--- config.mk ---
export PLATFORM = sky130hd
export DESIGN_NAME = adc_result_status_irq
export DESIGN_NICKNAME = d
export VERILOG_FILES = /design/src/adc_result_pkg.sv /design/src/adc_result_status_irq.sv
export SDC_FILE = /design/constraint.sdc
export NUM_CORES = 1
export LEC_CHECK = 0
export ABC_AREA = 1
export BUFFER_PORTS_ARGS = -buffer_cell sky130_fd_sc_hd__buf_2
export CORE_UTILIZATION = 30
export CTS_CLUSTER_DIAMETER = 120
export DETAILED_ROUTE_END_ITERATION = 12
export GPL_TIMING_DRIVEN = 0
export SLEW_MARGIN = 5
export SYNTH_ARGS = -nofsm -noshare
export SYNTH_HDL_FRONTEND = slang
export SYNTH_SLANG_ARGS = --single-unit
export TNS_END_PERCENT = 30
--- constraint.sdc ---
create_clock -name clk_i -period 6.7 [get_ports clk_i]
set_input_delay 1.005 -clock clk_i [delete_from_list [all_inputs] [get_ports clk_i]]
set_output_delay 1.005 -clock clk_i [all_outputs]
set_load 0.02 [all_outputs]
--- src/adc_result_pkg.sv ---
// constants, register map and carrier types of the converter result block
// How it works
// - result field holds 10-bit fraction vin/vref, all ones at or above reference.
// - in scan mode, lost-result flag sets when an unread result is overwritten.
// - completion flag sets on conversion end, clears on result register read.
// - status bits 7:0 mirror the eight channel completion flags.
// - status bits 15:8 mirror the eight channel lost-result flags.
// - combined flag is OR of completion flags ANDed with channel masks.
// - unused status bits read zero; unused result bits reset to zero.
// - scan off and trigger code 010-111 start conversion on selected edge.
// - interrupt request stands while the combined flag is one.
// - per-channel mask bits choose which completion flags reach the interrupt.
package adc_result_pkg;

  localparam int          NUM_CH        = 8;
  localparam int          RES_W         = 10;
  localparam int          ADDR_W        = 32;

  // register byte addresses
  localparam logic [31:0] CH0_RESULT_ADDR = 32'h4001c010;
  localparam logic [31:0] CH7_RESULT_ADDR = 32'h4001c02c;
  localparam logic [31:0] FLAGS_ADDR      = 32'h4001c030;
  localparam logic [31:0] CTRL_ADDR       = 32'h4001c040; // trigger control
  localparam logic [31:0] IRQ_STAT_ADDR   = 32'h4001c044; // sticky event status
  localparam logic [31:0] IRQ_MASK_ADDR   = 32'h4001c048; // event mask
  localparam logic [31:0] CH_MASK_ADDR    = 32'h4001c04c; // channel interrupt mask

  // field positions
  localparam int          RES_LSB       = 6;
  localparam int          LOST_BIT      = 30;
  localparam int          DONE_BIT      = 31;
  localparam int          FLG_DONE_LSB  = 0;
  localparam int          FLG_LOST_LSB  = 8;
  localparam int          FLG_IRQ_BIT   = 16;
  localparam int          CTL_TRIG_LSB  = 0;
  localparam int          CTL_EDGE_BIT  = 3;
  localparam int          CTL_SCAN_BIT  = 4;
  localparam int          TRIG_SRC_N    = 6;

  // reset values
  localparam logic [31:0] CTRL_RST      = 32'h00000000;
  localparam logic [7:0]  CH_MASK_RST   = 8'h00;
  localparam logic [2:0]  EVT_MASK_RST  = 3'h0;

  // trigger-select codes
  localparam logic [2:0]  TRIG_SRC_MIN  = 3'h2;
  localparam logic [2:0]  TRIG_SRC_MAX  = 3'h7;

  // event bits of the sticky status register
  localparam int          EVT_DONE      = 0;
  localparam int          EVT_LOST      = 1;
  localparam int          EVT_TRIG      = 2;
  localparam int          EVT_N         = 3;

  // one conversion result from the analog core
  typedef struct packed {
    logic             valid;
    logic [2:0]       chan;
    logic [RES_W-1:0] value;
  } conv_result_t;

  // register bus request
  typedef struct packed {
    logic              wr;
    logic              rd;
    logic [ADDR_W-1:0] addr;
    logic [31:0]       wdata;
  } bus_req_t;

endpackage : adc_result_pkg

--- src/adc_result_status_irq.sv ---
// result registers, status, interrupt and hardware trigger of the converter
//
// Strobed register access was chosen for this implementation.
module adc_result_status_irq
  import adc_result_pkg::*;
(
  input  wire logic              clk_i,       // 125 MHz clock
  input  wire logic              rst_i,       // async reset, active high
  input  wire bus_req_t          bus_i,       // register bus request
  output logic [31:0]            rdata_o,     // read data, cycle after read
  input  wire conv_result_t      result_i,    // conversion finished pulse + data
  input  wire logic [TRIG_SRC_N-1:0] trig_src_i, // trigger pins / timer matches
  output logic                   conv_start_o, // one-cycle start request
  output logic                   adc_irq_o,   // request to interrupt controller
  output logic                   evt_irq_o    // masked sticky event interrupt
);

  logic [RES_W-1:0]      res_reg [NUM_CH];
  logic [NUM_CH-1:0]     done_reg;
  logic [NUM_CH-1:0]     lost_reg;
  logic [NUM_CH-1:0]     ch_mask_reg;
  logic [31:0]           ctrl_reg;
  logic [EVT_N-1:0]      evt_stat_reg;
  logic [EVT_N-1:0]      evt_mask_reg;
  logic [TRIG_SRC_N-1:0] trig_prev_reg;
  logic                  combined_irq_flag;
  logic [NUM_CH-1:0]     rd_clear;
  logic [NUM_CH-1:0]     conv_hit;
  logic                  trig_event;
  logic [31:0]           flags_word;

  // true when an address is the result register address of channel n
  function automatic logic ch_hit(input logic [ADDR_W-1:0] a, input int n);
    ch_hit = (a == CH0_RESULT_ADDR + 32'(4 * n));
  endfunction : ch_hit

  // per-channel read-clear and completion strobes
  genvar g;
  generate
    for (g = 0; g < NUM_CH; g++)
    begin : g_ch
      assign rd_clear[g] = bus_i.rd && ch_hit(bus_i.addr, g);
      assign conv_hit[g] = result_i.valid && (result_i.chan == 3'(g));

      always_ff @(posedge clk_i or posedge rst_i)
      begin
        if (rst_i)
          res_reg[g] <= '0;
        else if (conv_hit[g])
          res_reg[g] <= result_i.value;
      end

      always_ff @(posedge clk_i or posedge rst_i)
      begin
        if (rst_i)
          done_reg[g] <= 1'b0;
        else if (conv_hit[g])
          done_reg[g] <= 1'b1;
        else if (rd_clear[g])
          done_reg[g] <= 1'b0;
      end

      // overwrite of unread result in scan
      always_ff @(posedge clk_i or posedge rst_i)
      begin
        if (rst_i)
          lost_reg[g] <= 1'b0;
        else if (conv_hit[g] && done_reg[g] && !rd_clear[g] && ctrl_reg[CTL_SCAN_BIT])
          lost_reg[g] <= 1'b1;
        else if (rd_clear[g])
          lost_reg[g] <= 1'b0;
      end
    end
  endgenerate

  assign combined_irq_flag = |(done_reg & ch_mask_reg);

  assign adc_irq_o = combined_irq_flag;

  always_comb
  begin
    flags_word                                   = '0;
    flags_word[FLG_DONE_LSB +: NUM_CH]           = done_reg;
    flags_word[FLG_LOST_LSB +: NUM_CH]           = lost_reg;
    flags_word[FLG_IRQ_BIT]                      = combined_irq_flag;
  end

  // software-written control and masks
  always_ff @(posedge clk_i or posedge rst_i)
  begin
    if (rst_i)
    begin
      ctrl_reg     <= CTRL_RST;
      ch_mask_reg  <= CH_MASK_RST;
      evt_mask_reg <= EVT_MASK_RST;
    end
    else if (bus_i.wr)
    begin
      if (bus_i.addr == CTRL_ADDR)
        ctrl_reg <= {27'h0, bus_i.wdata[4:0]};
      if (bus_i.addr == CH_MASK_ADDR)
        ch_mask_reg <= bus_i.wdata[NUM_CH-1:0];
      if (bus_i.addr == IRQ_MASK_ADDR)
        evt_mask_reg <= bus_i.wdata[EVT_N-1:0];
    end
  end

  // trigger source history for edge detect
  always_ff @(posedge clk_i or posedge rst_i)
  begin
    if (rst_i)
      trig_prev_reg <= '0;
    else
      trig_prev_reg <= trig_src_i;
  end

  always_comb
  begin
    logic [2:0] sel;
    logic       cur;
    logic       prv;
    logic [2:0] idx;
    sel        = ctrl_reg[CTL_TRIG_LSB +: 3];
    // codes below the trigger range would index past the source vector
    idx        = (sel >= TRIG_SRC_MIN) ? 3'(sel - TRIG_SRC_MIN) : 3'h0;
    cur        = trig_src_i[idx];
    prv        = trig_prev_reg[idx];
    trig_event = !ctrl_reg[CTL_SCAN_BIT] && (sel >= TRIG_SRC_MIN) && (sel <= TRIG_SRC_MAX)
                 && (ctrl_reg[CTL_EDGE_BIT] ? (prv && !cur) : (!prv && cur));
  end

  // start pulse from flop
  always_ff @(posedge clk_i or posedge rst_i)
  begin
    if (rst_i)
      conv_start_o <= 1'b0;
    else
      conv_start_o <= trig_event;
  end

  // sticky events, set wins over clear-on-read
  always_ff @(posedge clk_i or posedge rst_i)
  begin
    if (rst_i)
      evt_stat_reg <= '0;
    else
    begin
      if (bus_i.rd && bus_i.addr == IRQ_STAT_ADDR)
        evt_stat_reg <= '0;
      if (|conv_hit)
        evt_stat_reg[EVT_DONE] <= 1'b1;
      if (|(conv_hit & done_reg & ~rd_clear) && ctrl_reg[CTL_SCAN_BIT])
        evt_stat_reg[EVT_LOST] <= 1'b1;
      if (trig_event)
        evt_stat_reg[EVT_TRIG] <= 1'b1;
    end
  end

  assign evt_irq_o = |(evt_stat_reg & evt_mask_reg);

  // registered read data, zero for unmapped addresses
  always_ff @(posedge clk_i or posedge rst_i)
  begin
    if (rst_i)
      rdata_o <= '0;
    else if (bus_i.rd)
    begin
      rdata_o <= '0;
      for (int n = 0; n < NUM_CH; n++)
        if (ch_hit(bus_i.addr, n))
          rdata_o <= {done_reg[n], lost_reg[n], 14'h0, res_reg[n], 6'h0};
      if (bus_i.addr == FLAGS_ADDR)
        rdata_o <= flags_word;
      if (bus_i.addr == CTRL_ADDR)
        rdata_o <= ctrl_reg;
      if (bus_i.addr == CH_MASK_ADDR)
        rdata_o <= {24'h0, ch_mask_reg};
      if (bus_i.addr == IRQ_STAT_ADDR)
        rdata_o <= {29'h0, evt_stat_reg};
      if (bus_i.addr == IRQ_MASK_ADDR)
        rdata_o <= {29'h0, evt_mask_reg};
    end
    else
      rdata_o <= '0;
  end

endmodule : adc_result_status_irq

# == Word-level counts from Yosys, hierarchy flattened ==
# Cells that the tools add are included.
# Widths: inputs -> output; s select.
# classes
addsub,1
mux,48
n_eq_ne,20
n_reduce_logical,85
n_bitwise,5
magnitude_cmp,3
# ops
operator,n
$mux 32,14
$eq 32x31->1 const B,13
$logic_and 1x1->1,47
$reduce_bool 2->1,19
$mux 1,30
$and 8x8->8,3
$reduce_or 8->1,3
$eq 3x3->1 const B,4
$logic_not 1->1,11
$not 8->8,1
$bmux 1 s3,2
$eq 3x2->1 const B,2
$mux 3,2
$reduce_and 2->1,3
$lt 3x4->1 const B,1
$and 3x3->3,1
$eq 3x1->1 const B,1
$ge 3x2->1 const B,1
$le 3x3->1 const B,1
$logic_not 3->1,1
$reduce_or 3->1,1
$sub 3x2->3 const B,1
# totals
register_bits,154
inputBits,88
word_cells,195
output_inout_bits,35

# == Depth between registers and ports, before layout ==
# logic_depth
depth_word,15
depth_mapped,17
mapped_depth_nobuf,17

# == Worst setup path after synthesis ==
# Ideal clock, no wire load.
# synth_path
path_type,input -> register
start,in bus_i[59] (netlist bit)
end,reg evt_stat_reg[1]
setup_time_ns,0.126
n_path_buf,0
t_arrival_ns,2.243
setup_slack_ns,4.331
required_ns,6.574
stages,16
cell_sequence,nor2_2 -> nand2_1 -> nor2_4 -> nand2_4 -> nor2_8 -> nand2_4 -> nor2_8 -> inv_4 -> nor2_4 -> nor2_1 -> nand2_1 -> nand2_1 -> nor2_1 -> nand2_1 -> nand2_1 -> nand3_1
# synth_via
elab_chain_cells,7
word_cells_on_any_way,24
cone_classes,eq/ne (9); mux (1); bitwise (2); reduce/logical (12)
# synth_lines
element,line,source
"start, declared",adc_result_status_irq.sv:9,"input wire bus_req_t bus_i,"
$eq 32x31->1,adc_result_status_irq.sv:34,ch_hit = (a == CH0_RESULT_ADDR + 32'(4 * n));
$logic_and 1x1->1,adc_result_status_irq.sv:42,"assign rd_clear[g] = bus_i.rd && ch_hit(bus_i.addr, g);"
$not 8->8,adc_result_status_irq.sv:152,if (|(conv_hit & done_reg & ~rd_clear) && ctrl_reg[CTL_SCAN_BIT])
$and 8x8->8,adc_result_status_irq.sv:152,
$reduce_or 8->1,adc_result_status_irq.sv:152,
$logic_and 1x1->1,adc_result_status_irq.sv:152,
$mux 1 or $reduce_bool 2->1 (tied branches),n/a,
"end signal, assigned by index",adc_result_status_irq.sv:151,evt_stat_reg[EVT_DONE] <= 1'b1;
"end signal, assigned by index",adc_result_status_irq.sv:153,evt_stat_reg[EVT_LOST] <= 1'b1;
"end signal, assigned by index",adc_result_status_irq.sv:155,evt_stat_reg[EVT_TRIG] <= 1'b1;
"end, declared",adc_result_status_irq.sv:23,logic [EVT_N-1:0] evt_stat_reg;
# Several ways; a longest one is shown, not always the timed one.
# A chain may end at the register's enable or synchronous reset.

# == Worst setup path in the final report ==
# layout_path
start,reg done_reg[0]
end,out adc_irq_o
# layout_via
elab_chain_cells,2
# layout_lines
element,line,source
"start, declared",adc_result_status_irq.sv:19,logic [NUM_CH-1:0] done_reg;
"start signal, assigned by index",adc_result_status_irq.sv:56,done_reg[g] <= 1'b0;
"start signal, assigned by index",adc_result_status_irq.sv:58,done_reg[g] <= 1'b1;
"start signal, assigned by index",adc_result_status_irq.sv:60,done_reg[g] <= 1'b0;
$and 8x8->8,adc_result_status_irq.sv:76,assign combined_irq_flag = |(done_reg & ch_mask_reg);
$reduce_or 8->1,adc_result_status_irq.sv:76,
"end, declared",adc_result_status_irq.sv:14,"output logic adc_irq_o,"
# No other way between the ends.

==> impl_metrics.tcl <==
set metrics [dict create \
    slew_headroom_pct 58.99 \
    drive_gt1_share_pct 19.48 \
    grt_pass1_wl_mm 32.47 \
    final_cell_mix "215 x nand2_1, 141 x dfrtp_1, 132 x o21ai_0, 92 x buf_2, 83 x inv_1" \
    synth_seq_cells 141 \
    reg2reg_from "ctrl_reg[2]" \
    synthCells 876 \
    antenna_cells 0 \
    rr_endpoint "evt_stat_reg[2]" \
    cts.sink_count 141 \
    largest_register_ffs 80 \
    cts-resized-gates 0 \
    place.gp.congestion 0.8700 \
    internal_power_mw 1.618 \
    synth_top_flop_cell "dfrtp_1" \
    crit_type "register to output port" \
    design_area_um2 8597 \
    viasPerCell 4.693 \
    finClkSkew_ns 0.01089 \
    power_switching_uw 547.9 \
    cts_inserted_buffers 17 \
    hpwl_mm 15.13 \
    avgSynthCellArea_um2 8.100 \
    rsz0062_at_grt "no" \
    finalHoldViolations 0 \
    antenna_left 0 \
    multiInputGateArea_um2 2990 \
    vias 6190 \
    r2r_cells 8 \
    cp-end-kind "output port" \
    crit_path_max_incr_delay_ns 0.45 \
    min_to "res_reg[42]" \
    async_flop_share_pct 100.0 \
    fin_tns_setup_ns 0 \
    first_global_vias 6056 \
    dieArea_um2 24270 \
    avgRoutedWirePerCell_um 15.51 \
    p_seq_share_pct 45.9 \
    nFillCells 2380 \
    seqCellArea_um2 3528 \
    antenna_found_initial 0 \
    p_leak_nw 4.196 \
    worstPathCellList "nand2_1, o21ai_0, a221oi_1, nand2_1, buf_2" \
    peakVddDrop_mv 0.1569 \
    cts_root_buf "clkbuf_16" \
    worstPathRequired_ns 5.69 \
    core_um2 22920 \
    status "finished, final reports clean" \
    grt_use_total_pct 17.55 \
    nNetsFinal 1081 \
    synth_edf_count 0 \
    path_max_fanout 5 \
    clkPwrFrac_pct 45.2 \
    maxCapViolations 0 \
    post-route-min-period_ns 2.592 \
    worstHoldStart "res_reg[42]" \
    crit_path_start_kind "register" \
    timing.fmax_ghz 0.3858 \
    cp_top_family "flip-flops" \
    ys_seq_area_share_pct 49.73 \
    die_height_um 155.8 \
    drv_slew 0 \
    p_comb_share_pct 8.9 \
    cts_hold_buf 0 \
    cts.path.max_buffers 2 \
    port_buffers 85 \
    holdPathStages 2 \
    clk_latency_ns 0.43 \
    die_w_um 155.8 \
    period_share_pct 38.69 \
    setup_viol 0 \
    cts_tree "done" \
    syn2layout_area_growth_pct 21.16 \
    reg2reg_slack_ns 4.73 \
    rows 55 \
    worstMarginPinSlew_ns 0.6152 \
    ys_types 44 \
    worstPathArrival_ns 1.59 \
    power_density_nw_per_um2 251.9 \
    slowest_stage "dfrtp_1" \
    clkTransAtPathRegs_ns 0.06 \
    first_pass_iters 5 \
    cts_setup_buffers 0 \
    h-tree-depth 4 \
    io_pins 123 \
    grt_max_degree 81 \
    start_util_pct 30.96 \
    placed_cell_area_um2 7990 \
    critPathMostFrequentCell "nand2_1" \
    syn-cell-area_um2 7096 \
    drt_wl_total_mm 20.46 \
    crit_cells 5 \
    worst-path-buf-inv 1 \
    holdCritPathClass "register to register" \
    remaining_drc_errors 0 \
    final_common_cell "nand2_1" \
    swShare_pct 25.30 \
    yosysWarnings 0 \
    drtIter0Drc 505 \
    grt-ovfl-total 0 \
]
-- power groups by stage --
stage	combinational [mW]	clock [mW]	sequential, mW
4_1_cts	0.195	0.987	0.993
3_5_place_dp	0.193	0	1.01
5_1_grt	0.224	1.02	1.00
6_report	0.193	0.979	0.994
3_3_place_gp	0.187	0	1.01
2_1_floorplan	0.130	0	0.997
-- routing by layer --
metal / GRT usage (%) / vias up / wire length [um]
met5: 0 / - / 0
met4: 4.622 / 0 / 340
li1: - / 3075 / -
met1: 23.78 / 2919 / 9633
met2: 28.68 / 172 / 9561
met3: 3.194 / 24 / 928
-- area by class of cell --
type | count | share of cell area, %
Sequential cell | 141 | 41.04
Clock buffer | 20 | 5.196
Timing Repair Buffer | 86 | 5.269
Tap cell | 313 | 4.555
Clock inverter | 12 | 1.863
Buffer | 42 | 2.809
Inverter | 100 | 4.483
Multi-Input combinational cell | 605 | 34.78
-- synth_stat cells (8+ instances only) --
library cell	instances	area [um2]
o211ai_1	9	67.56
nand4_1	10	62.56
inv_1	84	315.3
nand3_1	46	230.2
a21oi_1	27	135.1
clkbuf_1	17	63.81
o21ai_1	11	55.05
nor2_2	10	62.56
o21ai_0	132	660.6
nor2_1	60	225.2
nor3_1	10	50.05
a31oi_1	8	50.05
buf_4	16	120.1
inv_2	13	48.80
nand2_1	215	807.0
dfrtp_1	141	3528
-- cell families (layout without fill, tap and decap cells) --
group | after synthesis | after routing | synth area share [%]
simple gates | 383 | 383 | 25.20
compound gates | 206 | 206 | 15.78
buf+inv | 142 | 260 | 8.764
flops | 141 | 141 | 49.73
mux | 3 | 3 | 0.4761
other cells | 1 | 13 | 0.05285
-- worst min-delay path: stages (launching register included) --
cell	delay, ns
dfrtp_1	0.34
nand2_1	0.05
o21ai_0	0.06
-- worst max path at each step --
stage | slack, ns | start | endpoint
after detailed placement | 3.75 | bus_i[53] | rdata_o[7]
after global placement | 0.1 | rst_i | rdata_o[7]
after global routing | 3.97 | done_reg[0] | adc_irq_o
final | 4.11 | done_reg[0] | adc_irq_o
after floorplan | 1.91 | rst_i | ch_mask_reg[0]
after CTS | 4.09 | done_reg[0] | adc_irq_o
-- per-stage QoR --
stage / hold slack (ns) / util, % / instances / worst slack, ns / power [mW]
after floorplan: 0.4479 / - / 888 / 1.914 / 1.127
after global placement: 0.4617 / 34.73 / 1286 / 0.09818 / 1.192
after detailed placement: 0.4685 / 34.87 / 1287 / 3.751 / 1.201
after CTS: 0.4839 / 37.52 / 1319 / 4.093 / 2.175
after global routing: 0.4993 / 37.52 / 1319 / 3.969 / 2.252
final: 0.4844 / 37.52 / 1319 / 4.108 / 2.166
(Power assumes the default switching activity.)
